**src/core/mft_router_pkg.sv**
```systemverilog
/*
 * Shared constants and carrier types for the multifunction terminal router:
 * register offset, field layout, reset value, selection codes and structs.
 * Assumes a single 32-bit routing word addressed in configuration space.
 */
package mft_router_pkg;

  // register placement and reset image
  localparam logic [7:0] ROUTE_OFFSET = 8'h8C;
  localparam logic [31:0] ROUTE_RESET = 32'h00000000;
  localparam logic [3:0] RSVD_NIBBLE = 4'h0;

  // field positions, one four-bit field per terminal
  localparam int T6_LSB = 24;
  localparam int T5_LSB = 20;
  localparam int T4_LSB = 16;
  localparam int T3_LSB = 12;
  localparam int FIELD_W = 4;
  localparam int ROUTE_W = 28;

  // terminal index inside the four-bit pin vectors
  localparam int PIN_T3 = 0;
  localparam int PIN_T4 = 1;
  localparam int PIN_T5 = 2;
  localparam int PIN_T6 = 3;

  // selection codes
  localparam logic [3:0] CODE_INPUT = 4'h0;
  localparam logic [3:0] CODE_SPECIAL = 4'h1;
  localparam logic [3:0] CODE_GPO = 4'h1;
  localparam logic [3:0] CODE_ALT_IN = 4'h2;
  localparam logic [3:0] CODE_FIRST_IRQ = 4'h2;
  localparam logic [3:0] CODE_VID_STAT = 4'h6;
  localparam logic [3:0] CODE_VID_SEL = 4'h7;
  localparam logic [3:0] CODE_AUDIO = 4'h8;
  localparam logic [3:0] CODE_LED = 4'hC;
  localparam logic [3:0] CODE_RING = 4'hC;
  localparam logic [3:0] CODE_EVENT = 4'hE;

  // internal signals that a terminal may carry
  typedef struct packed {
    logic [15:0] irq_line;
    logic clkrun_out;
    logic clkrun_oe;
    logic serirq_out;
    logic serirq_oe;
    logic gp_output_four;
    logic gp_output_three;
    logic video_port_status;
    logic video_function1_select;
    logic card_audio_pwm;
    logic socket0_activity;
    logic socket1_activity;
    logic general_event_out;
    logic ring_indicate_out;
    logic scl_drive_low;
  } route_src_t;

  // one terminal's drive
  typedef struct packed {
    logic out;
    logic oe;
  } drive_t;

  // whole state of the router
  typedef struct packed {
    logic [ROUTE_W-1:0] route;
    logic [3:0] pin_meta;
    logic [3:0] pin_sync;
    logic latch_meta;
    logic latch_sync;
    logic [3:0] pin_out;
    logic [3:0] pin_oe;
    logic [31:0] rdata;
    logic rvalid;
    logic gp_input_four;
    logic gp_input_three;
    logic central_dma_grant;
    logic bus_lock;
    logic clkrun_in;
    logic serirq_in;
    logic serial_bus_mode;
  } router_state_t;

  // codes on terminals 4 and 5 that tap a parallel interrupt line
  function automatic logic is_irq_tap(input logic [3:0] code);
    case (code)
      4'h3, 4'h4, 4'h5, 4'h9, 4'hA, 4'hB, 4'hF: is_irq_tap = 1'b1;
      default: is_irq_tap = 1'b0;
    endcase
  endfunction

endpackage

```
**src/core/multifunction_terminal_router.sv**
```systemverilog
/*
 * Multifunction terminal router: the routing word in configuration space,
 * its EEPROM preload, pin synchronisers and registered terminal drive.
 * Assumes config accesses and EEPROM words arrive on sys_clk; terminal and
 * latch pins are asynchronous and pass two flip-flops.
 */
// Notes on behaviour
// (RQ1) top four bits read zero, writes ignored
// (RQ2) reset clears word, terminals become inputs
// (RQ3) word answers at 8Ch in both functions
// (RQ4) serial EEPROM may preload the word
// (RQ5) host writes the word once at init
// (RQ6) each field selects one terminal signal
// (RQ7) terminal 6: 0 floats, 1 clock-run
// (RQ8) terminal 6: codes 2..15 route that IRQ
// (RQ9) terminal 5: input, output, DMA grant
// (RQ10) terminal 5: listed codes route parallel IRQs
// (RQ11) terminal 5: video status, select, audio PWM
// (RQ12) terminal 5: socket activity and general event
// (RQ13) terminal 4: input, output, bus lock
// (RQ14) serial bus mode puts clock on 4
// (RQ15) terminal 4: video status, select, audio PWM
// (RQ16) terminal 3: 0 floats, 1 serial interrupts
// (RQ17) terminal 3: codes 2..15 route that IRQ
// (RQ18) output codes drive gp bit, inputs sampled
`timescale 1ns/1ns
module multifunction_terminal_router (
  // clock and reset
  input wire logic sys_clk,
  input wire logic reset,
  // configuration access
  input wire logic cfg_read,
  input wire logic cfg_write,
  input wire logic [2:0] cfg_function,
  input wire logic [7:0] cfg_addr,
  input wire logic [3:0] cfg_byte_en,
  input wire logic [31:0] cfg_wdata,
  output logic [31:0] cfg_rdata,
  output logic cfg_rvalid,
  // serial eeprom preload
  input wire logic eeprom_load_valid,
  input wire logic [31:0] eeprom_load_data,
  // internal signals offered to the terminals
  input wire mft_router_pkg::route_src_t sources,
  // board terminals, index 0 is terminal 3
  input wire logic [3:0] multi_terminal_in,
  input wire logic latch_terminal,
  output logic [3:0] multi_terminal_out,
  output logic [3:0] multi_terminal_oe,
  // sampled terminal inputs
  output logic gp_input_four,
  output logic gp_input_three,
  output logic central_dma_grant,
  output logic bus_lock,
  output logic clkrun_in,
  output logic serial_interrupt_stream_in,
  output logic serial_bus_mode
);

  localparam int ROUTE_W_L = mft_router_pkg::ROUTE_W;
  mft_router_pkg::router_state_t cur;
  mft_router_pkg::router_state_t next_cur;
  mft_router_pkg::drive_t sel_drive [3:0];
  logic [3:0] code_t6;
  logic [3:0] code_t5;
  logic [3:0] code_t4;
  logic [3:0] code_t3;
  logic [31:0] read_word;
  logic [ROUTE_W_L-1:0] merged;
  logic cfg_sel;

  // address decode shared by reads and writes
  function automatic logic cfg_hits(input logic [2:0] func, input logic [7:0] addr);
    cfg_hits = (func <= 3'h1) && (addr[7:2] == mft_router_pkg::ROUTE_OFFSET[7:2]);
  endfunction

  // byte-lane merge of a config write into the stored fields
  function automatic logic [27:0] merge_bytes(input logic [27:0] old_word,
                                              input logic [31:0] wdata,
                                              input logic [3:0] be);
    logic [27:0] res;
    res = old_word;
    if (be[0]) begin
      res[7:0] = wdata[7:0];
    end
    if (be[1]) begin
      res[15:8] = wdata[15:8];
    end
    if (be[2]) begin
      res[23:16] = wdata[23:16];
    end
    if (be[3]) begin
      res[27:24] = wdata[27:24];
    end
    merge_bytes = res;
  endfunction

  // field extraction
  assign code_t6 = cur.route[mft_router_pkg::T6_LSB +: mft_router_pkg::FIELD_W];
  assign code_t5 = cur.route[mft_router_pkg::T5_LSB +: mft_router_pkg::FIELD_W];
  assign code_t4 = cur.route[mft_router_pkg::T4_LSB +: mft_router_pkg::FIELD_W];
  assign code_t3 = cur.route[mft_router_pkg::T3_LSB +: mft_router_pkg::FIELD_W];

  // (RQ1) reserved nibble zero
  assign read_word = {mft_router_pkg::RSVD_NIBBLE, cur.route};
  // (RQ3) decode in both functions
  assign cfg_sel = cfg_hits(cfg_function, cfg_addr);
  assign merged = merge_bytes(cur.route, cfg_wdata, cfg_byte_en);

  // (RQ6) one selector per terminal
  genvar gi;
  generate
    for (gi = 0; gi < 4; gi++) begin : g_term
      terminal_select #(
        .TERMINAL(gi + 3)
      ) u_sel (
        .code(cur.route[mft_router_pkg::T3_LSB + gi * 4 +: 4]),
        .src(sources),
        .drive(sel_drive[gi])
      );
    end
  endgenerate

  // next-state logic: config port, preload, pin sampling and drive
  always_comb begin
    next_cur = cur;
    next_cur.rvalid = 1'b0;
    // two-stage synchronisers, first stage read only by the second
    next_cur.pin_meta = multi_terminal_in;
    next_cur.pin_sync = cur.pin_meta;
    next_cur.latch_meta = latch_terminal;
    next_cur.latch_sync = cur.latch_meta;
    // (RQ14) latch held low selects serial bus
    next_cur.serial_bus_mode = ~cur.latch_sync;

    // (RQ4) eeprom preload wins over host
    if (eeprom_load_valid) begin
      next_cur.route = eeprom_load_data[ROUTE_W_L-1:0];
    end else if (cfg_write && cfg_sel) begin
      // (RQ1) upper nibble writes dropped
      next_cur.route = merged;
    end

    // (RQ3) read answer one cycle later
    if (cfg_read && cfg_sel) begin
      next_cur.rdata = read_word;
      next_cur.rvalid = 1'b1;
    end

    // registered terminal drive from the current fields
    for (int k = 0; k < 4; k++) begin
      next_cur.pin_out[k] = sel_drive[k].out;
      next_cur.pin_oe[k] = sel_drive[k].oe;
    end
    // (RQ14) serial clock overrides field 4
    if (cur.serial_bus_mode) begin
      next_cur.pin_out[mft_router_pkg::PIN_T4] = 1'b0;
      next_cur.pin_oe[mft_router_pkg::PIN_T4] = sources.scl_drive_low;
    end

    // (RQ18) sample inputs only while selected
    if (code_t5 == mft_router_pkg::CODE_INPUT) begin
      next_cur.gp_input_four = cur.pin_sync[mft_router_pkg::PIN_T5];
    end
    if (code_t4 == mft_router_pkg::CODE_INPUT && !cur.serial_bus_mode) begin
      next_cur.gp_input_three = cur.pin_sync[mft_router_pkg::PIN_T4];
    end
    // (RQ9) grant follows pin when routed
    next_cur.central_dma_grant = (code_t5 == mft_router_pkg::CODE_ALT_IN) &&
                                 cur.pin_sync[mft_router_pkg::PIN_T5];
    // (RQ13) bus lock when routed
    next_cur.bus_lock = (code_t4 == mft_router_pkg::CODE_ALT_IN) && !cur.serial_bus_mode &&
                        cur.pin_sync[mft_router_pkg::PIN_T4];
    // (RQ7) clock-run pin level readback
    next_cur.clkrun_in = (code_t6 == mft_router_pkg::CODE_SPECIAL) &&
                         cur.pin_sync[mft_router_pkg::PIN_T6];
    // (RQ16) serial interrupt stream readback
    next_cur.serirq_in = (code_t3 == mft_router_pkg::CODE_SPECIAL) &&
                         cur.pin_sync[mft_router_pkg::PIN_T3];
  end

  // (RQ2) reset clears routing and floats pins
  always_ff @(posedge sys_clk) begin
    if (reset) begin
      cur <= '0;
      cur.route <= mft_router_pkg::ROUTE_RESET[ROUTE_W_L-1:0];
      // latch idles high; cleared stages would fake serial mode
      cur.latch_meta <= 1'b1;
      cur.latch_sync <= 1'b1;
    end else begin
      cur <= next_cur;
    end
  end

  // outputs straight from the state register
  assign cfg_rdata = cur.rdata;
  assign cfg_rvalid = cur.rvalid;
  assign multi_terminal_out = cur.pin_out;
  assign multi_terminal_oe = cur.pin_oe;
  assign gp_input_four = cur.gp_input_four;
  assign gp_input_three = cur.gp_input_three;
  assign central_dma_grant = cur.central_dma_grant;
  assign bus_lock = cur.bus_lock;
  assign clkrun_in = cur.clkrun_in;
  assign serial_interrupt_stream_in = cur.serirq_in;
  assign serial_bus_mode = cur.serial_bus_mode;

  // helpers for the checks below
  logic irq_pick6;
  logic irq_pick3;
  logic irq_pick5;
  logic full_write;
  assign irq_pick6 = sources.irq_line[code_t6];
  assign irq_pick3 = sources.irq_line[code_t3];
  assign irq_pick5 = sources.irq_line[code_t5];
  assign full_write = cfg_write && cfg_sel && (cfg_byte_en == 4'hF) && !eeprom_load_valid;
endmodule

```
**src/core/terminal_select.sv**
```systemverilog
/*
 * Output selector for one multifunction terminal: turns the four-bit field
 * into the drive level and enable of that terminal.
 * Assumes the caller registers the result and handles serial bus override.
 */
`timescale 1ns/1ns
module terminal_select #(
  parameter int TERMINAL = 3
) (
  // field and sources
  input wire logic [3:0] code,
  input wire mft_router_pkg::route_src_t src,
  // drive result
  output mft_router_pkg::drive_t drive
);

  // pick the selected internal signal; input codes leave the pin floating
  always_comb begin
    drive = '{out: 1'b0, oe: 1'b0};
    if (TERMINAL == 6 || TERMINAL == 3) begin
      if (code == mft_router_pkg::CODE_SPECIAL) begin
        // (RQ7) (RQ16) clock-run or serial stream
        drive.out = (TERMINAL == 6) ? src.clkrun_out : src.serirq_out;
        drive.oe = (TERMINAL == 6) ? src.clkrun_oe : src.serirq_oe;
      end else if (code >= mft_router_pkg::CODE_FIRST_IRQ) begin
        // (RQ8) (RQ17) irq equals code
        drive.out = src.irq_line[code];
        drive.oe = 1'b1;
      end
    end else begin
      drive.oe = 1'b1;
      // (RQ10) listed irq taps
      if (mft_router_pkg::is_irq_tap(code)) begin
        drive.out = src.irq_line[code];
      end else begin
        case (code)
          // (RQ18) gp output bit
          mft_router_pkg::CODE_GPO: begin
            drive.out = (TERMINAL == 5) ? src.gp_output_four : src.gp_output_three;
          end
          // (RQ11) (RQ15) video and audio
          mft_router_pkg::CODE_VID_STAT: begin
            drive.out = src.video_port_status;
          end
          mft_router_pkg::CODE_VID_SEL: begin
            drive.out = src.video_function1_select;
          end
          mft_router_pkg::CODE_AUDIO: begin
            drive.out = src.card_audio_pwm;
          end
          mft_router_pkg::CODE_LED: begin
            // (RQ12) either socket on 5; ring on 4
            drive.out = (TERMINAL == 5) ? (src.socket0_activity | src.socket1_activity)
                                        : src.ring_indicate_out;
          end
          // (RQ12) general event
          mft_router_pkg::CODE_EVENT: begin
            drive.out = src.general_event_out;
          end
          // (RQ9) (RQ13) input codes float
          default: begin
            drive.oe = 1'b0;
          end
        endcase
      end
    end
  end

endmodule

```
**config.mk**
```make
export PLATFORM = sky130hd
export DESIGN_NAME = multifunction_terminal_router
export DESIGN_NICKNAME = d
export VERILOG_FILES = /design/src/core/mft_router_pkg.sv /design/src/core/multifunction_terminal_router.sv /design/src/core/terminal_select.sv
export SDC_FILE = /design/constraint.sdc
export NUM_CORES = 1
export LEC_CHECK = 0
export ABC_CLOCK_PERIOD_IN_PS = 2100
export BUFFER_PORTS_ARGS = -buffer_cell sky130_fd_sc_hd__buf_2
export CELL_PAD_IN_SITES_DETAIL_PLACEMENT = 1
export CELL_PAD_IN_SITES_GLOBAL_PLACEMENT = 2
export CORE_AREA = 2 2 149 115
export CTS_CLUSTER_DIAMETER = 120
export DETAILED_ROUTE_END_ITERATION = 10
export DIE_AREA = 0 0 151 117
export PLACE_DENSITY = 0.87
export SKIP_LAST_GASP = 1
export SLEW_MARGIN = 20
export SYNTH_ARGS = -nofsm -noshare
export SYNTH_HDL_FRONTEND = slang
export SYNTH_HIERARCHICAL = 1
export SYNTH_SLANG_ARGS = --single-unit
```
**constraint.sdc**
```tcl
create_clock -name sys_clk -period 2.1 [get_ports sys_clk]
set_input_delay 0.315 -clock sys_clk [delete_from_list [all_inputs] [get_ports sys_clk]]
set_output_delay 0.315 -clock sys_clk [all_outputs]
set_load 0.02 [all_outputs]
```
==> flow_summary.ini, run 1 <==
[pwr]
power.density_nw_per_um2 = 727
ir_drop_uv = 310
finalPower_uw = 4210
power_leakage_uw = 0.00229
pwr-share-seq_pct = 40.4
p_int_uw = 3100
p_sw_uw = 1110
swShare_pct = 26.4
combPwrFrac_pct = 16.0
clock_power_share_pct = 43.6

[drt]
first_pass_iters = 4
antenna_left = 0
wl_per_cell_um = 19.3
drcViolationCount = 0
routed_wl_um = 15500
first_iter_violations = 287
vias_per_cell = 5.38
vias = 4328

[clock_network]
hold_buffers = 0
clkLatencyLatePin_ns = 0.34
clock-root-buffer = clkbuf_16
cts.repair.resized = 0
cts_made_buffers = 9
cts_htree_levels = 3
cts_tree = built
cts_setup_buffers = 0
cts_sinks = 82
cts_buffer_depth = 2
path_clk_slew_ns = 0.06

[synthesis]
synth_top_cell_by_area = dfxtp_1
synth_area_leaders = dfxtp_1 35%, mux2i_1 7.8%, buf_4 6.6%
ys_warn_count = 6
synth_edf_count = 0
syn_inst = 494
syn_area_um2 = 4750
ys.flop_type = dfxtp_1
synthMostInstantiatedCell = dfxtp_1
synth_common_cells = 82 x dfxtp_1, 42 x buf_4, 37 x mux2i_1, 30 x a21oi_1, 30 x a311oi_1
synth_top_area_share_pct = 34.5
synth_seq_cells = 82
synthDistinctLibCells = 58
async_flop_share_pct = 0
seq_area_frac_synth_pct = 34.5
syn_avg_cell_area_um2 = 9.62

[global_routing]
met1_usage_pct = 24.8
grt_pass1_vias = 4353
grt_use_met3_pct = 2.79
met2_usage_pct = 28.2
globalRouteTotalUtil_pct = 17.7
antenna_found_initial = 0
grt_max_degree = 70
overflow = 0
grt_pass1_wl_um = 24300
busiest_layer = met2

[outcome]
status = complete, no violations

[timing]
fin_ws_ns = 0.346
rsz0062_at_grt = no
hold_viol = 0
slew_headroom_pct = 32.7
setup_tns_ns = 0
period_needed_ns = 1.75
worst_pin_slew_ns = 1.00
slew_violations = 0
fin_skew_ns = 0.00649
setup_viol = 0
period_share_pct = 83.5
fmax_mhz = 570

[placement]
portBuffers = 151
dp_hpwl_um = 11500
pre_cts_slack_ns = 0.309
place.gp.congestion = 0.862

[worst_setup_path]
crit_fanout = 9
critical_path_required_ns = 2.32
arrival_ns = 1.97
worstSetupEndpointType = register
crit_type = register to register
start_kind = register

[layout]
fin_nets = 703
drive_gt1_share_pct = 37.9
num_antenna_cells = 0
synthToLayoutAreaGrowth_pct = 21.7

[job]
max_cap_violations = 0

[hold_path]
hold_path.class = input pin to register

[floorplanning]
ios = 167
die-width_um = 151
initial_core_util_pct = 29.1
die_area_um2 = 17700
core_area_um2 = 16300
rows = 41
fp.dieH_um = 117
[layer usage]
metal / vias to the layer above / routed length (um)
li1: 2050 / -
met1: 2126 / 7290
met2: 132 / 7200
met3: 20 / 762
met4: 0 / 284
met5: - / 0
[registers in the layout, indices dropped and copies added (netlist names), 4 cells and up]
signal	flops
cfg_rdata	28
code_t3	4
code_t4	4
code_t5	4
code_t6	4
cur	22
multi_terminal_oe	4
multi_terminal_out	4
[power by group through the flow]
stage                     clock (uW)  sequential, uW  combinational [uW]
after floorplan                    0            1700                 445
after global placement             0            1730                 652
after detailed placement           0            1730                 671
after CTS                       1870            1700                 676
after global routing            1940            1710                 733
final                           1840            1700                 674
[kinds of logic after synthesis]
group,Yosys count,synth area share [%]
AO/OA/AOI/OAI,148,24.0
buffers and inverters,103,12.9
flip-flops,82,34.5
multiplexers,49,12.8
other,1,0.0789
AND/OR/NAND/NOR,111,15.6
[placed cells by master (no fill, tap or decap), types with 3 or more instances in the layout]
master and n:
a311oi_1 30, clkbuf_16 9, and2_1 6, o31ai_1 20, nand3b_1 6, nor3b_1 4
o31ai_2 9, nor2b_1 16, conb_1 4, nor2_1 10, nand4_1 28, mux2_2 4
a21oi_1 30, nand2_1 9, mux4_1 4, inv_1 7, a31o_2 4, a32oi_1 6
mux4_2 4, buf_12 5, buf_2 151, dfxtp_1 82, mux2i_1 37, nand3_1 3
buf_4 15, nor4_1 3, a211oi_1 28, o21bai_1 3, bufinv_16 3
[worst max-delay path: stages, from the launching register on]
cell     delay [ns]
dfxtp_1        0.56
buf_4          0.23
inv_1          0.09
o31a_1         0.29
a32oi_1        0.17
a32oi_1        0.11
nor3b_1        0.17
[final cells by class]
class	instances	area [um^2]
clock buffer	10	229
clock inverter	6	114
fill	1928	10500
inverter	8	30.0
multi-input combinational	312	2530
sequential	82	1640
tap	215	269
timing repair buffer	171	968
[final timing paths]
| check | start | to | slack, ns | cells past startpoint |
|---|---|---|---|---|
| setup reg to reg | code_t4[2] | multi_terminal_out[1] | 0.35 | 6 |
| hold reg to reg | cur[48] | serial_bus_mode | 0.38 | 1 |
| setup / recovery | code_t4[2] | multi_terminal_out[1] | 0.35 | 6 |
| hold / removal | latch_terminal | cur[49] | 0.16 | 2 |
[stage by stage]
| step | hold slack [ns] | util [%] | std cells | area, um^2 |
|---|---|---|---|---|
| floorplan | 0.363 | - | 497 | 4770 |
| global placement | 0.373 | 33.4 | 788 | 5440 |
| detailed placement | 0.375 | 33.4 | 788 | 5440 |
| CTS | 0.153 | 35.5 | 804 | 5790 |
| global route | 0.163 | 35.5 | 804 | 5790 |
| finish | 0.161 | 35.5 | 804 | 5790 |
Note: power is estimated with default switching activity, not from simulation.
==> run 2: changes to the inputs <==
--- a/config.mk
+++ b/config.mk
@@ -5,7 +5,7 @@
 export SDC_FILE = /design/constraint.sdc
 export NUM_CORES = 1
 export LEC_CHECK = 0
-export ABC_CLOCK_PERIOD_IN_PS = 2100
+export ABC_CLOCK_PERIOD_IN_PS = 1650
 export BUFFER_PORTS_ARGS = -buffer_cell sky130_fd_sc_hd__buf_2
 export CELL_PAD_IN_SITES_DETAIL_PLACEMENT = 1
 export CELL_PAD_IN_SITES_GLOBAL_PLACEMENT = 2
==> constraint.sdc (replaced) <==
create_clock -name sys_clk -period 1.65 [get_ports sys_clk]
set_input_delay 0.2475 -clock sys_clk [delete_from_list [all_inputs] [get_ports sys_clk]]
set_output_delay 0.2475 -clock sys_clk [all_outputs]
set_load 0.02 [all_outputs]
==> flow_summary.ini, run 2 (synthesis results as in run 1) <==
[worst_setup_path]
cpMostUsedCell = nor3b_2
critPathSlowestCell = mux4_2
crit_type = register to register
r2r-end = multi_terminal_out[1]
worstSetupEndpointType = register
path_cells = mux4_2 -> nor3b_2 -> a21oi_1 -> a32oi_1 -> nor3b_2
reg2reg_from = code_t4[1]
timing.critical_path.buf_inv = 0
arrival_ns = 1.87
r2r_cells = 5
start_kind = register
crit_family = multiplexers
critical_path_required_ns = 1.87
crit_fanout = 3
max_stage_delay_ns = 0.51
reg2reg_slack_ns = 0.001

[floorplanning]
die-width_um = 151
ios = 167
core_area_um2 = 16300
initial_core_util_pct = 29.1
rows = 41
fp.dieH_um = 117
die_area_um2 = 17700

[drt]
vias_per_cell = 5.30
vias = 4332
first_pass_iters = 4
wl_per_cell_um = 19.3
drcViolationCount = 0
routed_wl_um = 15800
antenna_left = 0
first_iter_violations = 303

[layout]
largest_register_ffs = 28
layout_commonest_cell = buf_2
final_cell_mix = 151 x buf_2, 76 x dfxtp_1, 37 x mux2i_1
register_area_um2 = 1650
fin_nets = 717
synthToLayoutAreaGrowth_pct = 24.7
nFillCells = 1887
num_antenna_cells = 0
drive_gt1_share_pct = 40.6
multi_input_area_um2 = 2540
finalNonFillerCells = 818

[pwr]
power_leakage_uw = 0.00239
combPwrFrac_pct = 17.9
p_sw_uw = 1390
power.density_nw_per_um2 = 869
clock_power_share_pct = 40.3
ir_drop_uv = 351
pwr-share-seq_pct = 41.7
finalPower_uw = 5150
p_int_uw = 3760
swShare_pct = 27.0

[timing]
slew_headroom_pct = 65.2
fin_skew_ns = 0.00568
period_share_pct = 99.9
hold_viol = 0
fin_ws_ns = 0.00140
fmax_mhz = 607
worst_pin_slew_ns = 0.522
setup_viol = 0
rsz0062_at_grt = yes
slew_violations = 0
period_needed_ns = 1.65

[placement]
dp_cells = 802
portBuffers = 151
place.gp.congestion = 0.861
dp_hpwl_um = 11900
pre_cts_slack_ns = -0.0532

[clock_network]
cts_tree = built
cts_made_buffers = 9
hold_buffers = 0
cts_sinks = 82
cts_buffer_depth = 2
path_clk_slew_ns = 0.06
clkLatencyLatePin_ns = 0.34
cts_htree_levels = 3
cts_setup_buffers = 0
clock-root-buffer = clkbuf_16

[global_routing]
grt_pass1_wl_um = 24400
globalRouteTotalUtil_pct = 17.9
grt_pass1_vias = 4403
overflow = 0
antenna_found_initial = 0
grt_max_degree = 60

[outcome]
status = complete, no violations

[hold_path]
hold_path.class = input pin to register
hold_path_depth = 2
min_to = cur[49]
hp-start = latch_terminal

[job]
max_cap_violations = 0
[run 2: changes by cell type in the layout (fill, tap and decap cells not counted), moves of 2 or more]
cell and delta:
buf_12 +4, buf_4 +9, bufinv_16 -2, clkbuf_8 +2, clkinv_2 +2, clkinvlp_4 -2, dfxtp_1 -6, dfxtp_2 +5
[run 2: cell type report]
class | instances | share of cell area, %
tap | 215 | 4.54
timing repair buffer | 185 | 19.0
inverter | 8 | 0.507
clock buffer | 12 | 4.33
multi-input combinational | 312 | 42.9
clock inverter | 4 | 0.823
sequential | 82 | 27.9
[run 2: worst reg2reg max path, stage by stage (launching register included)]
cell and delay, ns:
dfxtp_4 0.37, mux4_2 0.51, nor3b_2 0.17, a21oi_1 0.15, a32oi_1 0.15, nor3b_2 0.18
[run 2: how the worst max path moves through the flow]
stage	startpoint	endpoint	slack, ns	cells past startpoint
after floorplan	code_t4[1]	multi_terminal_out[1]	0.08	5
after global placement	code_t5[1]	multi_terminal_out[2]	0.001	5
after detailed placement	cfg_addr[5]	cfg_rdata[1]	-0.05	5
after CTS	code_t4[1]	multi_terminal_out[1]	0.01	5
after global routing	code_t4[2]	multi_terminal_out[1]	-0.04	5
final	code_t4[1]	multi_terminal_out[1]	0.001	5
[run 2: power by group through the flow]
stage	combinational (uW)	clock, uW	sequential [uW]
2_1_floorplan	566	0	2170
3_3_place_gp	889	0	2190
3_5_place_dp	916	0	2190
4_1_cts	922	2120	2150
5_1_grt	1000	2200	2160
6_report	924	2080	2150
[run 2: per-stage QoR]
| step | cell area (um^2) | utilization [%] | hold WS, ns | TNS (ns) |
|---|---|---|---|---|
| floorplan | 4770 | - | 0.351 | 0 |
| finish | 5930 | 36.3 | 0.104 | 0 |
| global placement | 5600 | 34.3 | 0.371 | 0 |
| global route | 5930 | 36.3 | 0.0960 | -0.0429 |
| CTS | 5910 | 36.2 | 0.0924 | 0 |
| detailed placement | 5600 | 34.3 | 0.384 | -0.0735 |
[run 2: metal layers]
layer / wire length (um) / up-vias / global-route usage (%)
met4: 247 / 0 / 5.36
met2: 7320 / 113 / 28.6
met1: 7510 / 2116 / 24.8
met5: 0 / - / 0
met3: 748 / 18 / 3.45
li1: - / 2085 / -
[run 2: repair_timing]
item | 4_1_cts | 5_1_grt
pin swaps | 0 | 1
hold endpoints to repair | 0 | 0
resized for setup | 2 | 8
endpoints found under the setup margin | 1 | 4
==> run 3: changes to the inputs <==
--- a/config.mk
+++ b/config.mk
@@ -14,6 +14,7 @@
 export DETAILED_ROUTE_END_ITERATION = 10
 export DIE_AREA = 0 0 151 117
 export PLACE_DENSITY = 0.87
+export REMOVE_ABC_BUFFERS = 1
 export SKIP_LAST_GASP = 1
 export SLEW_MARGIN = 20
 export SYNTH_ARGS = -nofsm -noshare
==> flow_summary.ini, run 3 (synthesis results as in run 1) <==
[outcome]
status = complete, no violations

[global_routing]
antenna_found_initial = 1
overflow = 0
grt_pass1_vias = 4506
grt_pass1_wl_um = 24900
globalRouteTotalUtil_pct = 18.4
grt_max_degree = 58

[layout]
final_area_um2 = 5970
drive_gt1_share_pct = 43.0
fin_nets = 728
final_cell_mix = 151 x buf_2, 74 x dfxtp_1, 41 x buf_4
synthToLayoutAreaGrowth_pct = 25.5
nFillCells = 1920
finalNonFillerCells = 830
largest_register_ffs = 28
layout_commonest_cell = buf_2

[worst_setup_path]
crit_family = simple AND/OR/NAND/NOR gates
worstSetupEndpointType = register
timing.critical_path.buf_inv = 0
critPathLaunch = code_t4[0]
reg2reg_slack_ns = 0.09
critical_path_required_ns = 1.93
reg2reg_from = code_t4[0]
r2r-end = gp_input_three
endpoint = gp_input_three
start_kind = register
max_stage_delay_ns = 0.51
crit_type = register to register
crit_fanout = 6
crit_cells = 3
path_cells = or3_1 -> or4b_1 -> a21oi_1
r2r_cells = 3
critPathSlowestCell = or4b_1
arrival_ns = 1.84

[pwr]
finalPower_uw = 5090
ir_drop_uv = 443
power_leakage_uw = 0.00241
power.density_nw_per_um2 = 853

[floorplanning]
rows = 41
die-width_um = 151
ios = 167
initial_core_util_pct = 29.1
fp.dieH_um = 117
die_area_um2 = 17700
core_area_um2 = 16300

[clock_network]
path_clk_slew_ns = 0.07
cts_htree_levels = 3
cts_setup_buffers = 0
cts_buffer_depth = 2
clkLatencyLatePin_ns = 0.35
hold_buffers = 0
clock-root-buffer = clkbuf_16
cts_sinks = 82
cts_made_buffers = 9
cts_tree = built

[timing]
hold_viol = 0
setup_viol = 0
fmax_mhz = 639
fin_ws_ns = 0.0854
fin_skew_ns = 0.00862
slew_headroom_pct = 60.0
period_share_pct = 94.8
period_needed_ns = 1.56
worst_pin_slew_ns = 0.600
slew_violations = 0

[drt]
wl_per_cell_um = 19.4
routed_wl_um = 16100
first_iter_violations = 212
first_pass_iters = 5
drcViolationCount = 0
vias_per_cell = 5.29
vias = 4394
antenna_left = 0

[hold_path]
hold_path_depth = 2
hold_path.class = input pin to register

[placement]
portBuffers = 151
place_area_um2 = 5620
place.gp.congestion = 0.790
dp_cells = 813
dp_hpwl_um = 12100
pre_cts_slack_ns = -0.0884

[job]
max_cap_violations = 0
==> run 3: metrics by stage <==
step	TNS, ns	utilization (%)	hold WS (ns)
finish	0	36.6	0.0896
global route	-0.00190	36.6	0.0911
CTS	0	36.3	0.0800
detailed placement	-0.224	34.5	0.385
global placement	-0.135	34.5	0.365
floorplan	-190.55	-	0.317
==> run 3: layout make-up <==
| class | count | area [um^2] | share of cell area [%] |
|---|---|---|---|
| well taps | 215 | 269 | 4.51 |
| diodes | 1 | 2.50 | 0.0419 |
| flip-flops and latches | 82 | 1660 | 27.8 |
| repair buffers | 196 | 1140 | 19.2 |
| inverters | 8 | 30.0 | 0.503 |
| clock inverters | 7 | 65.1 | 1.09 |
| multi-input cells | 312 | 2570 | 43.1 |
| clock buffers | 9 | 225 | 3.78 |
==> run 3: worst min-delay path by stage <==
stage / to / startpoint
after global routing: cur[49] / latch_terminal
after detailed placement: serial_bus_mode / cur[48]
after CTS: cur[49] / latch_terminal
final: cur[49] / latch_terminal
after floorplan: cfg_rdata[0] / reset
after global placement: serial_bus_mode / cur[48]
==> run 3: metal layers <==
| metal | GRT usage [%] | up-vias | share of wire (%) |
|---|---|---|---|
| li1 | - | 2097 | - |
| met3 | 4.38 | 18 | 5.5 |
| met5 | 0 | - | 0 |
| met4 | 4.30 | 0 | 1.4 |
| met2 | 28.8 | 136 | 45 |
| met1 | 25.8 | 2143 | 48 |
==> run 3: where the power goes <==
part	total [uW]	switching (uW)	internal (uW)
clock	2020	956	1060
combinational	916	482	434
sequential	2150	85.4	2070
==> run 3: what timing repair did <==
| action | 4_1_cts | 5_1_grt |
|---|---|---|
| endpoints found under the setup margin | 2 | 4 |
| pin swaps | 0 | 3 |
| resized for setup | 4 | 13 |
| cloned | 0 | 0 |
